### src/tmc_regs.vh
// Constants of the tone and melody control block.
// Assumes the includer works in plain Verilog-2005.
`ifndef TMC_REGS_VH
`define TMC_REGS_VH

// Register indices; byte address is four times these
`define TMC_IDX_HGD      6'h11
`define TMC_IDX_LGD      6'h12
`define TMC_IDX_CTL      6'h13

// Control register fields
`define TMC_CTL_MEL_BIT  0
`define TMC_CTL_EN_LSB   4
`define TMC_CTL_EN_MSB   7
`define TMC_CTL_WMASK    8'hF1
`define TMC_CTL_RESET    8'h00

// Reset values
`define TMC_DIV_RESET    8'h00
`define TMC_PORT_RESET   1'b1

// Divider timing: period = MUL * (x + OFS) clocks
`define TMC_DIV_MUL      23
`define TMC_DIV_OFS      2

// AXI responses
`define TMC_RESP_OKAY    2'b00
`define TMC_RESP_SLVERR  2'b10

`endif

### src/tmc_tone_div.v
// Programmable divider producing one tone's square
// wave and a once-per-period tick for the synthesizer.
// Assumes divisor is a register in the same clock.
`timescale 1ns/100ps
`default_nettype none
`include "tmc_regs.vh"

module tmc_tone_div #(
   parameter integer MUL   = `TMC_DIV_MUL,
   parameter integer OFS   = `TMC_DIV_OFS,
   parameter integer CNT_W = 13
) (
   input  wire             aclk,
   input  wire             aresetn,
   input  wire [7:0]       divisor,
   output reg              run_q,
   output reg              wave_q,
   output reg              tick_q
);

   reg  [CNT_W-1:0] cnt_q;
   reg  [7:0]       div_seen_q;
   wire [31:0]      period_full;
   wire [CNT_W-1:0] period;
   wire [CNT_W-1:0] half;
   wire             restart;

   // Worst case 23 * 257 fits in 13 bits
   assign period_full = MUL * ({24'h000000, divisor} + OFS);
   assign period      = period_full[CNT_W-1:0];
   assign half    = {1'b0, period[CNT_W-1:1]};
   assign restart = (divisor != div_seen_q);

   always @(posedge aclk) begin
      if (!aresetn) begin
         cnt_q      <= {CNT_W{1'b0}};
         div_seen_q <= `TMC_DIV_RESET;
         run_q      <= 1'b0;
         wave_q     <= 1'b0;
         tick_q     <= 1'b0;
      end else begin
         div_seen_q <= divisor;
         run_q      <= (divisor != 8'h00);
         tick_q     <= 1'b0;
         if (divisor == 8'h00 || restart) begin
            // New value starts a fresh period, no runt
            cnt_q  <= {CNT_W{1'b0}};
            wave_q <= 1'b0;
         end else if (cnt_q == period - 1'b1) begin
            cnt_q  <= {CNT_W{1'b0}};
            tick_q <= 1'b1;
            wave_q <= 1'b1;
         end else begin
            cnt_q  <= cnt_q + 1'b1;
            // Odd periods give the slightly long high half
            wave_q <= (cnt_q + 1'b1 < half + period[0]);
         end
      end
   end

endmodule
`default_nettype wire

### src/tmc_top.v
// Tone and melody control: divisor and control
// registers over AXI4-Lite, tone enable, melody pin
// and port 0 pair interrupt gating.
// Assumes aclk is the oscillator feeding the divider
// and all pin inputs are synchronous to aclk.
`timescale 1ns/100ps
`default_nettype none
`include "tmc_regs.vh"

module tmc_top #(
   parameter integer ADDR_W = 8
) (
   input  wire              aclk,
   input  wire              aresetn,
   // AXI4-Lite slave
   input  wire [ADDR_W-1:0] s_axi_awaddr,
   input  wire [2:0]        s_axi_awprot,
   input  wire              s_axi_awvalid,
   output reg               s_axi_awready,
   input  wire [31:0]       s_axi_wdata,
   input  wire [3:0]        s_axi_wstrb,
   input  wire              s_axi_wvalid,
   output reg               s_axi_wready,
   output reg  [1:0]        s_axi_bresp,
   output reg               s_axi_bvalid,
   input  wire              s_axi_bready,
   input  wire [ADDR_W-1:0] s_axi_araddr,
   input  wire [2:0]        s_axi_arprot,
   input  wire              s_axi_arvalid,
   output reg               s_axi_arready,
   output reg  [31:0]       s_axi_rdata,
   output reg  [1:0]        s_axi_rresp,
   output reg               s_axi_rvalid,
   input  wire              s_axi_rready,
   // Port instructions on the shared line
   input  wire              port_ff_wr,
   input  wire              port_ff_wdata,
   output reg               port_ff_rd,
   output reg               pin_level_rd,
   // Shared melody pin
   input  wire              shared_melody_pin_i,
   output reg               shared_melody_pin_o,
   output reg               shared_melody_pin_oe,
   // Tone path towards the sine synthesizers
   output reg               tone_oe,
   output reg               gen_power_on,
   output reg               hg_synth_run,
   output reg               lg_synth_run,
   output reg               hg_synth_tick,
   output reg               lg_synth_tick,
   // Port 0 wake-up interrupts
   input  wire [7:0]        port0_irq_req,
   output reg  [7:0]        port0_irq_en,
   output reg  [7:0]        port0_irq_out
);

   // Registers
   reg  [7:0]        high_group_divisor_q;
   reg  [7:0]        low_group_divisor_q;
   reg  [7:0]        melody_port_irq_control_q;
   reg               port_ff_q;

   // Write channel state
   reg               aw_got_q;
   reg               w_got_q;
   reg  [ADDR_W-1:0] awaddr_q;
   reg  [31:0]       wdata_q;
   reg  [3:0]        wstrb_q;

   // Divider outputs
   wire              hg_run;
   wire              hg_wave;
   wire              hg_tick;
   wire              lg_run;
   wire              lg_tick;

   wire              melody_select_bit;
   wire [3:0]        pair_en;
   wire              wr_go;
   wire [5:0]        wr_idx;
   wire [5:0]        rd_idx;
   reg  [7:0]        rd_byte;
   reg               rd_hit;
   reg               wr_hit;
   wire              melody_d;
   wire              pin_oe_d;

   assign melody_select_bit =
      melody_port_irq_control_q[`TMC_CTL_MEL_BIT];
   assign pair_en =
      melody_port_irq_control_q[`TMC_CTL_EN_MSB:`TMC_CTL_EN_LSB];

   assign wr_go  = aw_got_q & w_got_q & ~s_axi_bvalid;
   assign wr_idx = awaddr_q[7:2];
   assign rd_idx = s_axi_araddr[7:2];

   // Read decode; divisors are write-only and read zero
   always @* begin
      rd_byte = 8'h00;
      rd_hit  = 1'b0;
      if (s_axi_araddr[1:0] == 2'b00) begin
         case (rd_idx)
            `TMC_IDX_HGD: begin
               rd_hit = 1'b1;
            end
            `TMC_IDX_LGD: begin
               rd_hit = 1'b1;
            end
            `TMC_IDX_CTL: begin
               rd_hit  = 1'b1;
               rd_byte = melody_port_irq_control_q;
            end
            default: begin
               rd_hit = 1'b0;
            end
         endcase
      end
   end

   // Write decode
   always @* begin
      wr_hit = 1'b0;
      if (awaddr_q[1:0] == 2'b00) begin
         case (wr_idx)
            `TMC_IDX_HGD: begin
               wr_hit = 1'b1;
            end
            `TMC_IDX_LGD: begin
               wr_hit = 1'b1;
            end
            `TMC_IDX_CTL: begin
               wr_hit = 1'b1;
            end
            default: begin
               wr_hit = 1'b0;
            end
         endcase
      end
   end

   // AXI write path and register updates
   always @(posedge aclk) begin
      if (!aresetn) begin
         s_axi_awready             <= 1'b1;
         s_axi_wready              <= 1'b1;
         s_axi_bvalid              <= 1'b0;
         s_axi_bresp               <= `TMC_RESP_OKAY;
         aw_got_q                  <= 1'b0;
         w_got_q                   <= 1'b0;
         awaddr_q                  <= {ADDR_W{1'b0}};
         wdata_q                   <= 32'h00000000;
         wstrb_q                   <= 4'h0;
         high_group_divisor_q      <= `TMC_DIV_RESET;
         low_group_divisor_q       <= `TMC_DIV_RESET;
         melody_port_irq_control_q <= `TMC_CTL_RESET;
      end else begin
         if (s_axi_awvalid && s_axi_awready) begin
            aw_got_q      <= 1'b1;
            awaddr_q      <= s_axi_awaddr;
            s_axi_awready <= 1'b0;
         end
         if (s_axi_wvalid && s_axi_wready) begin
            w_got_q      <= 1'b1;
            wdata_q      <= s_axi_wdata;
            wstrb_q      <= s_axi_wstrb;
            s_axi_wready <= 1'b0;
         end
         if (wr_go) begin
            aw_got_q     <= 1'b0;
            w_got_q      <= 1'b0;
            s_axi_bvalid <= 1'b1;
            s_axi_bresp  <= wr_hit ? `TMC_RESP_OKAY
                                   : `TMC_RESP_SLVERR;
            // Only byte lane 0 carries register data
            if (wr_hit && wstrb_q[0]) begin
               case (wr_idx)
                  `TMC_IDX_HGD: begin
                     high_group_divisor_q <= wdata_q[7:0];
                  end
                  `TMC_IDX_LGD: begin
                     low_group_divisor_q <= wdata_q[7:0];
                  end
                  `TMC_IDX_CTL: begin
                     melody_port_irq_control_q <=
                        wdata_q[7:0] & `TMC_CTL_WMASK;
                  end
                  default: begin
                     high_group_divisor_q <= high_group_divisor_q;
                  end
               endcase
            end
         end
         if (s_axi_bvalid && s_axi_bready) begin
            s_axi_bvalid  <= 1'b0;
            s_axi_awready <= 1'b1;
            s_axi_wready  <= 1'b1;
         end
      end
   end

   // AXI read path
   always @(posedge aclk) begin
      if (!aresetn) begin
         s_axi_arready <= 1'b1;
         s_axi_rvalid  <= 1'b0;
         s_axi_rdata   <= 32'h00000000;
         s_axi_rresp   <= `TMC_RESP_OKAY;
      end else begin
         if (s_axi_arvalid && s_axi_arready) begin
            s_axi_arready <= 1'b0;
            s_axi_rvalid  <= 1'b1;
            s_axi_rdata   <= {24'h000000, rd_byte};
            s_axi_rresp   <= rd_hit ? `TMC_RESP_OKAY
                                    : `TMC_RESP_SLVERR;
         end
         if (s_axi_rvalid && s_axi_rready) begin
            s_axi_rvalid  <= 1'b0;
            s_axi_arready <= 1'b1;
         end
      end
   end

   // Tone dividers, one per group
   tmc_tone_div u_hg_div (
      .aclk    (aclk),
      .aresetn (aresetn),
      .divisor (high_group_divisor_q),
      .run_q   (hg_run),
      .wave_q  (hg_wave),
      .tick_q  (hg_tick)
   );

   tmc_tone_div u_lg_div (
      .aclk    (aclk),
      .aresetn (aresetn),
      .divisor (low_group_divisor_q),
      .run_q   (lg_run),
      .wave_q  (),
      .tick_q  (lg_tick)
   );

   // Melody wave: high divisor only, steady high at zero
   assign melody_d = hg_run ? hg_wave : 1'b1;

   // Quasi-bidirectional line: strong low, weak high
   // is left to the pad, so only a low is driven here.
   // In melody mode the wave is driven both ways; a low
   // port flip-flop wins, which is why software keeps
   // it set while the melody plays.
   assign pin_oe_d = melody_select_bit | ~port_ff_q;

   // Port flip-flop and pin outputs
   always @(posedge aclk) begin
      if (!aresetn) begin
         port_ff_q            <= `TMC_PORT_RESET;
         port_ff_rd           <= `TMC_PORT_RESET;
         pin_level_rd         <= 1'b1;
         shared_melody_pin_o  <= 1'b0;
         shared_melody_pin_oe <= 1'b0;
      end else begin
         if (port_ff_wr) begin
            port_ff_q <= port_ff_wdata;
         end
         port_ff_rd   <= port_ff_q;
         pin_level_rd <= shared_melody_pin_i;
         shared_melody_pin_oe <= pin_oe_d;
         if (melody_select_bit) begin
            shared_melody_pin_o <= melody_d & port_ff_q;
         end else begin
            shared_melody_pin_o <= 1'b0;
         end
      end
   end

   // Tone enable, synth controls and power
   always @(posedge aclk) begin
      if (!aresetn) begin
         tone_oe       <= 1'b0;
         gen_power_on  <= 1'b0;
         hg_synth_run  <= 1'b0;
         lg_synth_run  <= 1'b0;
         hg_synth_tick <= 1'b0;
         lg_synth_tick <= 1'b0;
      end else begin
         // Tri-state when idle or in melody mode
         tone_oe <= ~melody_select_bit & (hg_run | lg_run);
         gen_power_on  <= hg_run | lg_run;
         hg_synth_run  <= hg_run;
         lg_synth_run  <= lg_run;
         hg_synth_tick <= hg_tick;
         lg_synth_tick <= lg_tick;
      end
   end

   // Port 0 interrupt enables, one pair per bit
   genvar gi;
   generate
      for (gi = 0; gi < 8; gi = gi + 1) begin : g_p0
         always @(posedge aclk) begin
            if (!aresetn) begin
               port0_irq_en[gi]  <= 1'b0;
               port0_irq_out[gi] <= 1'b0;
            end else begin
               port0_irq_en[gi]  <= pair_en[gi/2];
               port0_irq_out[gi] <=
                  port0_irq_req[gi] & pair_en[gi/2];
            end
         end
      end
   endgenerate

endmodule
`default_nettype wire
### config.mk
export PLATFORM = sky130hd
export DESIGN_NAME = tmc_top
export DESIGN_NICKNAME = d
export VERILOG_FILES = /design/src/tmc_tone_div.v /design/src/tmc_top.v
export VERILOG_INCLUDE_DIRS = /design/src
export SDC_FILE = /design/constraint.sdc
export NUM_CORES = 1
export LEC_CHECK = 0
export BUFFER_PORTS_ARGS = -buffer_cell sky130_fd_sc_hd__buf_2
export CAP_MARGIN = 40
export CORE_ASPECT_RATIO = 0.8
export CORE_MARGIN = 8
export CORE_UTILIZATION = 30
export CTS_CLUSTER_SIZE = 12
export DETAILED_ROUTE_END_ITERATION = 6
export SLEW_MARGIN = 0
export SYNTH_ARGS = -nofsm -noshare
export SYNTH_HDL_FRONTEND = slang
export SYNTH_SLANG_ARGS = --single-unit
### constraint.sdc
create_clock -name aclk -period 6.5 [get_ports aclk]
set_input_delay 0.325 -clock aclk [delete_from_list [all_inputs] [get_ports aclk]]
set_output_delay 0.325 -clock aclk [all_outputs]
set_load 0.1 [all_outputs]
==> flow_summary.ini, run 1 <==
[synthesis]
synth_area_per_cell_sq_um = 8.998
synth_edf_count = 0
ys_ff_latch = 122
synth_warnings = 0
netlist_instances = 907
synth_ff_type = dfxtp_1
netlist_area_sq_um = 8162
yosysSeqAreaShare = 0.2992
async_reset_ff_frac = 0
netlist-cell-type-count = 77

[final_layout]
regArea_sq_um = 2442
fill_cells = 2808
multi_input_area_sq_um = 5112
layout-drive-gt1-share = 0.1550
antenna_cells = 0
area_delta_synth_final_pct = 14.86
fin_nets = 1144
design_area_sq_um = 9374

[sta]
setup_tns_ns = 0
skew_ns = 0.009602
timing.final.hold_violations = 0
fin_crit_ns = 5.925
finalCritPeriodShare = 0.9115
setup_violations = 0
worst_pin_slew_ns = 0.7442
drv_slew = 0
rsz0062_at_grt = false
slew_headroom = 0.5038
max_freq_mhz = 168.8

[global_route]
grt_overflow = 0
grt_pass1_vias = 5828
grt.total_usage = 0.1101
grt_max_degree = 58
grt_pass1_wl_mm = 29.73
grt_antenna_before_repair = 0

[setup_path]
cp-end-kind = register
required_ns = 6.85
start_kind = register
reg2reg_depth = 23
crit_type = reg -> reg
cp.arrival_ns = 6.28
cp_max_fo = 10

[route]
dr.first_iter.drc_count = 269
wl_mm = 17.80
via_per_inst = 4.487
route.detailed.drc = 0
ant_nets = 0
vias = 6062
firstDrtPassIters = 5
wl_per_cell_um = 13.17

[status]
outcome = finished clean

[power_and_ir_drop]
p_leak_nw = 4.408
seq_power_share = 0.408
clockPowerShare = 0.512
power_density_nw_per_um2 = 201.4
p_int_mw = 1.375
power.switching_uw = 513.1
netSwitchingFraction = 0.2718
combinationalPowerShare = 0.080
peakVddDrop_mv = 0.2162

[cts]
numCtsBuffers = 17
clock-sinks = 122
htree_levels = 4
clkLatencyLatePin_ns = 0.42
cts_tree = built
cts.path.max_buffers = 2
postCtsSetupBuffers = 0
ctsHoldBuffers = 0
root_buffer = clkbuf_16
clk_pin_slew_ns = 0.06
cts_resized = 0

[die]
ios = 143
dieArea_sq_um = 32770
core.rowCount = 54
core_sq_um = 27030
start_util = 0.3020
die_w_um = 200.4
chipHeight_um = 163.5

[placement]
io_buffers = 80
hpwl_mm = 14.06
gp_congestion = 0.8047
placed_cell_area_sq_um = 8765

[worst_hold_path]
hold_depth = 2
worstHoldPathType = in -> reg

[flow_run]
maxCapViolations = 0
==> power by group through the flow <==
stage               Combinational, mW  Clock (mW)  Sequential, mW
finish                          0.151       0.967           0.769
global route                    0.159        1.02           0.771
CTS                             0.151       0.989           0.769
detailed placement              0.151           0           0.786
global placement                0.150           0           0.785
floorplan                       0.113           0           0.808
==> cell type report <==
type | count | area share
inverter | 82 | 0.03297
sequential | 122 | 0.2605
clock buffer | 19 | 0.04832
multi-input combinational | 665 | 0.5454
tap | 364 | 0.04859
timing repair buffer | 86 | 0.04752
clock inverter | 13 | 0.01668
==> synthesized netlist by cell type, types with 5 or more instances <==
cell	count	area share
nor2_1	73	0.034
ha_1	63	0.097
xnor2_1	53	0.057
buf_4	35	0.032
and3_1	21	0.016
nand2b_1	8	0.0061
and2_1	24	0.018
clkbuf_1	17	0.0078
mux2i_1	24	0.029
nand2_1	61	0.028
nand4_1	6	0.0046
xor2_1	50	0.054
o21ai_0	14	0.0086
a22oi_1	5	0.0046
nand3_1	38	0.023
nor3_1	10	0.0061
nor4_1	9	0.0069
a21oi_1	35	0.021
nor2b_2	10	0.011
a21o_1	10	0.0092
nor2b_1	7	0.0054
inv_1	80	0.037
dfxtp_1	122	0.30
buf_1	5	0.0023
buf_2	7	0.0043
fa_1	31	0.076
or2_2	5	0.0038
==> state kept, by name, summed over array words and instances, names as in the netlist, 4 cells and up <==
register,flops
u_hg_div.cnt_q,13
u_lg_div.cnt_q,13
awaddr_q,8
high_group_divisor_q,8
low_group_divisor_q,8
port0_irq_out,8
u_hg_div.div_seen_q,8
u_lg_div.div_seen_q,8
wdata_q,8
melody_port_irq_control_q,5
s_axi_rdata,5
port0_irq_en,4
==> worst paths after layout <==
check                     startpoint                  end  slack, ns
max reg2reg  high_group_divisor_q[2]      u_hg_div.wave_q       0.57
min reg2reg           u_hg_div.run_q  shared_melody_pin_o       0.43
min              shared_melody_pin_i         pin_level_rd       0.09
max          high_group_divisor_q[2]      u_hg_div.wave_q       0.57
==> critical path: stages, from the launching register on <==
cell and delay, ns:
dfxtp_1 0.61, ha_1 0.29, nand3_1 0.10, xnor2_1 0.45
ha_1 0.35, fa_1 0.50, inv_1 0.05, fa_1 0.52
inv_1 0.04, ha_1 0.44, o2111ai_1 0.18, and3_1 0.21
or2_0 0.38, nor2_1 0.21, nand2_1 0.09, nor2_1 0.13
nand2_1 0.09, xnor2_1 0.22, ha_1 0.26, a21o_1 0.16
a21o_1 0.17, a21oi_1 0.13, o21ai_0 0.11, a21oi_1 0.15
==> cell usage in the layout (no fill, tap or decap), drive strengths merged, types with 5 or more instances in the layout <==
cell,instances
nand3,38
fa,31
nand2,62
mux2i,24
a21o,10
nand4,7
nand2b,8
clkbuf,19
a21oi,37
and3,21
o21ai,18
clkinv,6
xor2,50
conb,29
and2,24
a22oi,5
ha,63
or2,9
buf,86
dfxtp,122
nor3,10
nor4,9
nor2,73
nor2b,17
inv,85
xnor2,56
==> cells by family (layout without fill, tap and decap cells) <==
group                    Yosys count  in the layout  share of synthesized area
AND/OR/NAND/NOR                  296            296                     0.1875
multiplexers                      26             26                    0.03357
other                              1             29                  0.0004595
buffers and inverters            148            200                    0.08723
flip-flops                       122            122                     0.2992
XOR/XNOR                         107            107                     0.1208
adder cells (fa/ha/maj)           94             94                     0.1726
AO/OA/AOI/OAI                    113            113                    0.09858
==> stage by stage <==
| step | setup slack, ns | power, mW | hold WS, ns | utilization | std cells |
|---|---|---|---|---|---|
| 2_1_floorplan | 0.9574 | 0.9213 | 0.3953 | - | 935 |
| 3_3_place_gp | 0.6081 | 0.9354 | 0.4171 | 0.3240 | 1318 |
| 3_5_place_dp | 0.5146 | 0.9365 | 0.4194 | 0.3243 | 1319 |
| 4_1_cts | 0.5209 | 1.909 | 0.07630 | 0.3469 | 1351 |
| 5_1_grt | 0.02409 | 1.953 | 0.07225 | 0.3469 | 1351 |
| 6_report | 0.5750 | 1.888 | 0.08905 | 0.3469 | 1351 |
==> layer usage <==
| layer | routed length [um] | track usage | vias up |
|---|---|---|---|
| met5 | 0 | 0 | - |
| met4 | 208 | 0.03406 | 0 |
| met3 | 960 | 0.02973 | 16 |
| met2 | 6836 | 0.1522 | 136 |
| met1 | 9791 | 0.1620 | 2803 |
| li1 | - | - | 3107 |
No activity file was read; power rests on OpenSTA's default activity.
==> run 2: changes to the inputs <==
Clock period 6.5 ns to 6.3 ns, I/O delays scaled along.
==> run 2 against run 1 <==
Against the previous run:
- register-to-register slack got worse by 0.06 ns
- clock skew decreased by 0.0012 ns
- power grew 5.0%
- clock power up 7%
- worst setup slack got worse by 0.060 ns
- sequential share of layout area decreased by 0.15 points
- hold slack got worse by 0.0064 ns
- maximum frequency is 2.4% higher
- flip-flop and latch count unchanged
==> flow_summary.ini, run 2 (synthesized netlist as in run 1, its figures left out) <==
[die]
die_w_um = 200.4
ios = 143
core_sq_um = 27030
core.rowCount = 54
dieArea_sq_um = 32770
chipHeight_um = 163.5
start_util = 0.3020

[final_layout]
fill_cells = 2785
fin_util = 0.3489
most-common-layout-cells = dfxtp_1 (122), buf_2 (80), inv_1 (79)
antenna_cells = 0
fin_nets = 1148
final_common_cell = dfxtp_1
area_delta_synth_final_pct = 15.53
design_area_sq_um = 9429
top_regs = u_hg_div.cnt_q (13), u_lg_div.cnt_q (13)
stdcell_count = 1355
layout-drive-gt1-share = 0.1584

[route]
vias = 6040
via_per_inst = 4.458
firstDrtPassIters = 4
dr.first_iter.drc_count = 295
wl_per_cell_um = 13.01
route.detailed.drc = 0
wl_mm = 17.63
ant_nets = 0

[setup_path]
crit_type = reg -> reg
cpMostUsedCell = ha_1
worst-path-buf-inv = 2
slowest_delay_ns = 0.52
cp.arrival_ns = 6.13
critPathTopFamily = adder cells
slowest_stage = fa_1
required_ns = 6.65
cp_max_fo = 7
path_cells = ha_1, nand3_1, xnor2_1, ha_1, fa_1, inv_1, fa_1, inv_1, ha_1, o21a_1, a21boi_1, or2_0, nor2_1, nand2_1, nor2_1, nand2_1, xnor2_1, ha_1, a21o_1, a21o_1, a21oi_1, o21ai_0, a21oi_1
cp-end-kind = register
start_kind = register

[sta]
layout_setup_ws_ns = 0.5148
slew_headroom = 0.5549
max_freq_mhz = 172.9
timing.final.hold_violations = 0
worst_pin_slew_ns = 0.6662
rsz0062_at_grt = false
finalCritPeriodShare = 0.9183
holdWs_ns = 0.08262
setup_tns_ns = 0
drv_slew = 0
skew_ns = 0.008417
setup_violations = 0
fin_crit_ns = 5.785

[cts]
htree_levels = 4
clock-sinks = 122
cts_resized = 0
postCtsSetupBuffers = 0
root_buffer = clkbuf_16
cts.path.max_buffers = 2
clkLatencyLatePin_ns = 0.42
ctsHoldBuffers = 0
cts_tree = built
numCtsBuffers = 17
clk_pin_slew_ns = 0.06

[global_route]
grt_pass1_vias = 5869
grt_max_degree = 58
grt.total_usage = 0.1089
grt_pass1_wl_mm = 29.34
grt_antenna_before_repair = 0
grt_overflow = 0

[placement]
gp_congestion = 0.8179
hpwl_mm = 13.99
io_buffers = 80
place_ws_ns = 0.4696
dpl.cell_count = 1323
placed_cell_area_sq_um = 8795

[power_and_ir_drop]
p_leak_nw = 4.444
peakVddDrop_mv = 0.1850
power_mw = 1.982
power_density_nw_per_um2 = 210.2

[status]
outcome = finished clean

[flow_run]
maxCapViolations = 0

[worst_hold_path]
worstHoldPathType = in -> reg
## run 2: final cells by class
class	instances	area, sq um	share of cell area
Clock buffer	19	452.9	0.04804
Clock inverter	13	181.4	0.01924
Inverter	82	309.0	0.03278
Multi-Input combinational cell	665	5112	0.5422
Sequential cell	122	2442	0.2590
Tap cell	364	455.4	0.04830
Timing Repair Buffer	90	475.5	0.05042
## run 2: final timing paths
check	start	end	slack [ns]	depth (start not counted)
max	high_group_divisor_q[1]	u_hg_div.wave_q	0.51	23
min reg2reg	u_hg_div.wave_q	shared_melody_pin_o	0.43	2
min	shared_melody_pin_i	pin_level_rd	0.08	2
max reg2reg	high_group_divisor_q[1]	u_hg_div.wave_q	0.51	23
## run 2: layer usage
| metal | GRT usage | up-vias | wire length (um) |
|---|---|---|---|
| li1 | - | 3117 | - |
| met1 | 0.1609 | 2784 | 9854 |
| met2 | 0.1498 | 126 | 6799 |
| met3 | 0.03013 | 13 | 765 |
| met4 | 0.03205 | 0 | 209 |
| met5 | 0 | - | 0 |
## run 2: power by group
group | internal, mW | switching (mW) | leakage, nW
logic | 0.0223 | 0.134 | 3.15
clock network | 0.654 | 0.378 | 0.309
registers | 0.783 | 0.0105 | 0.988
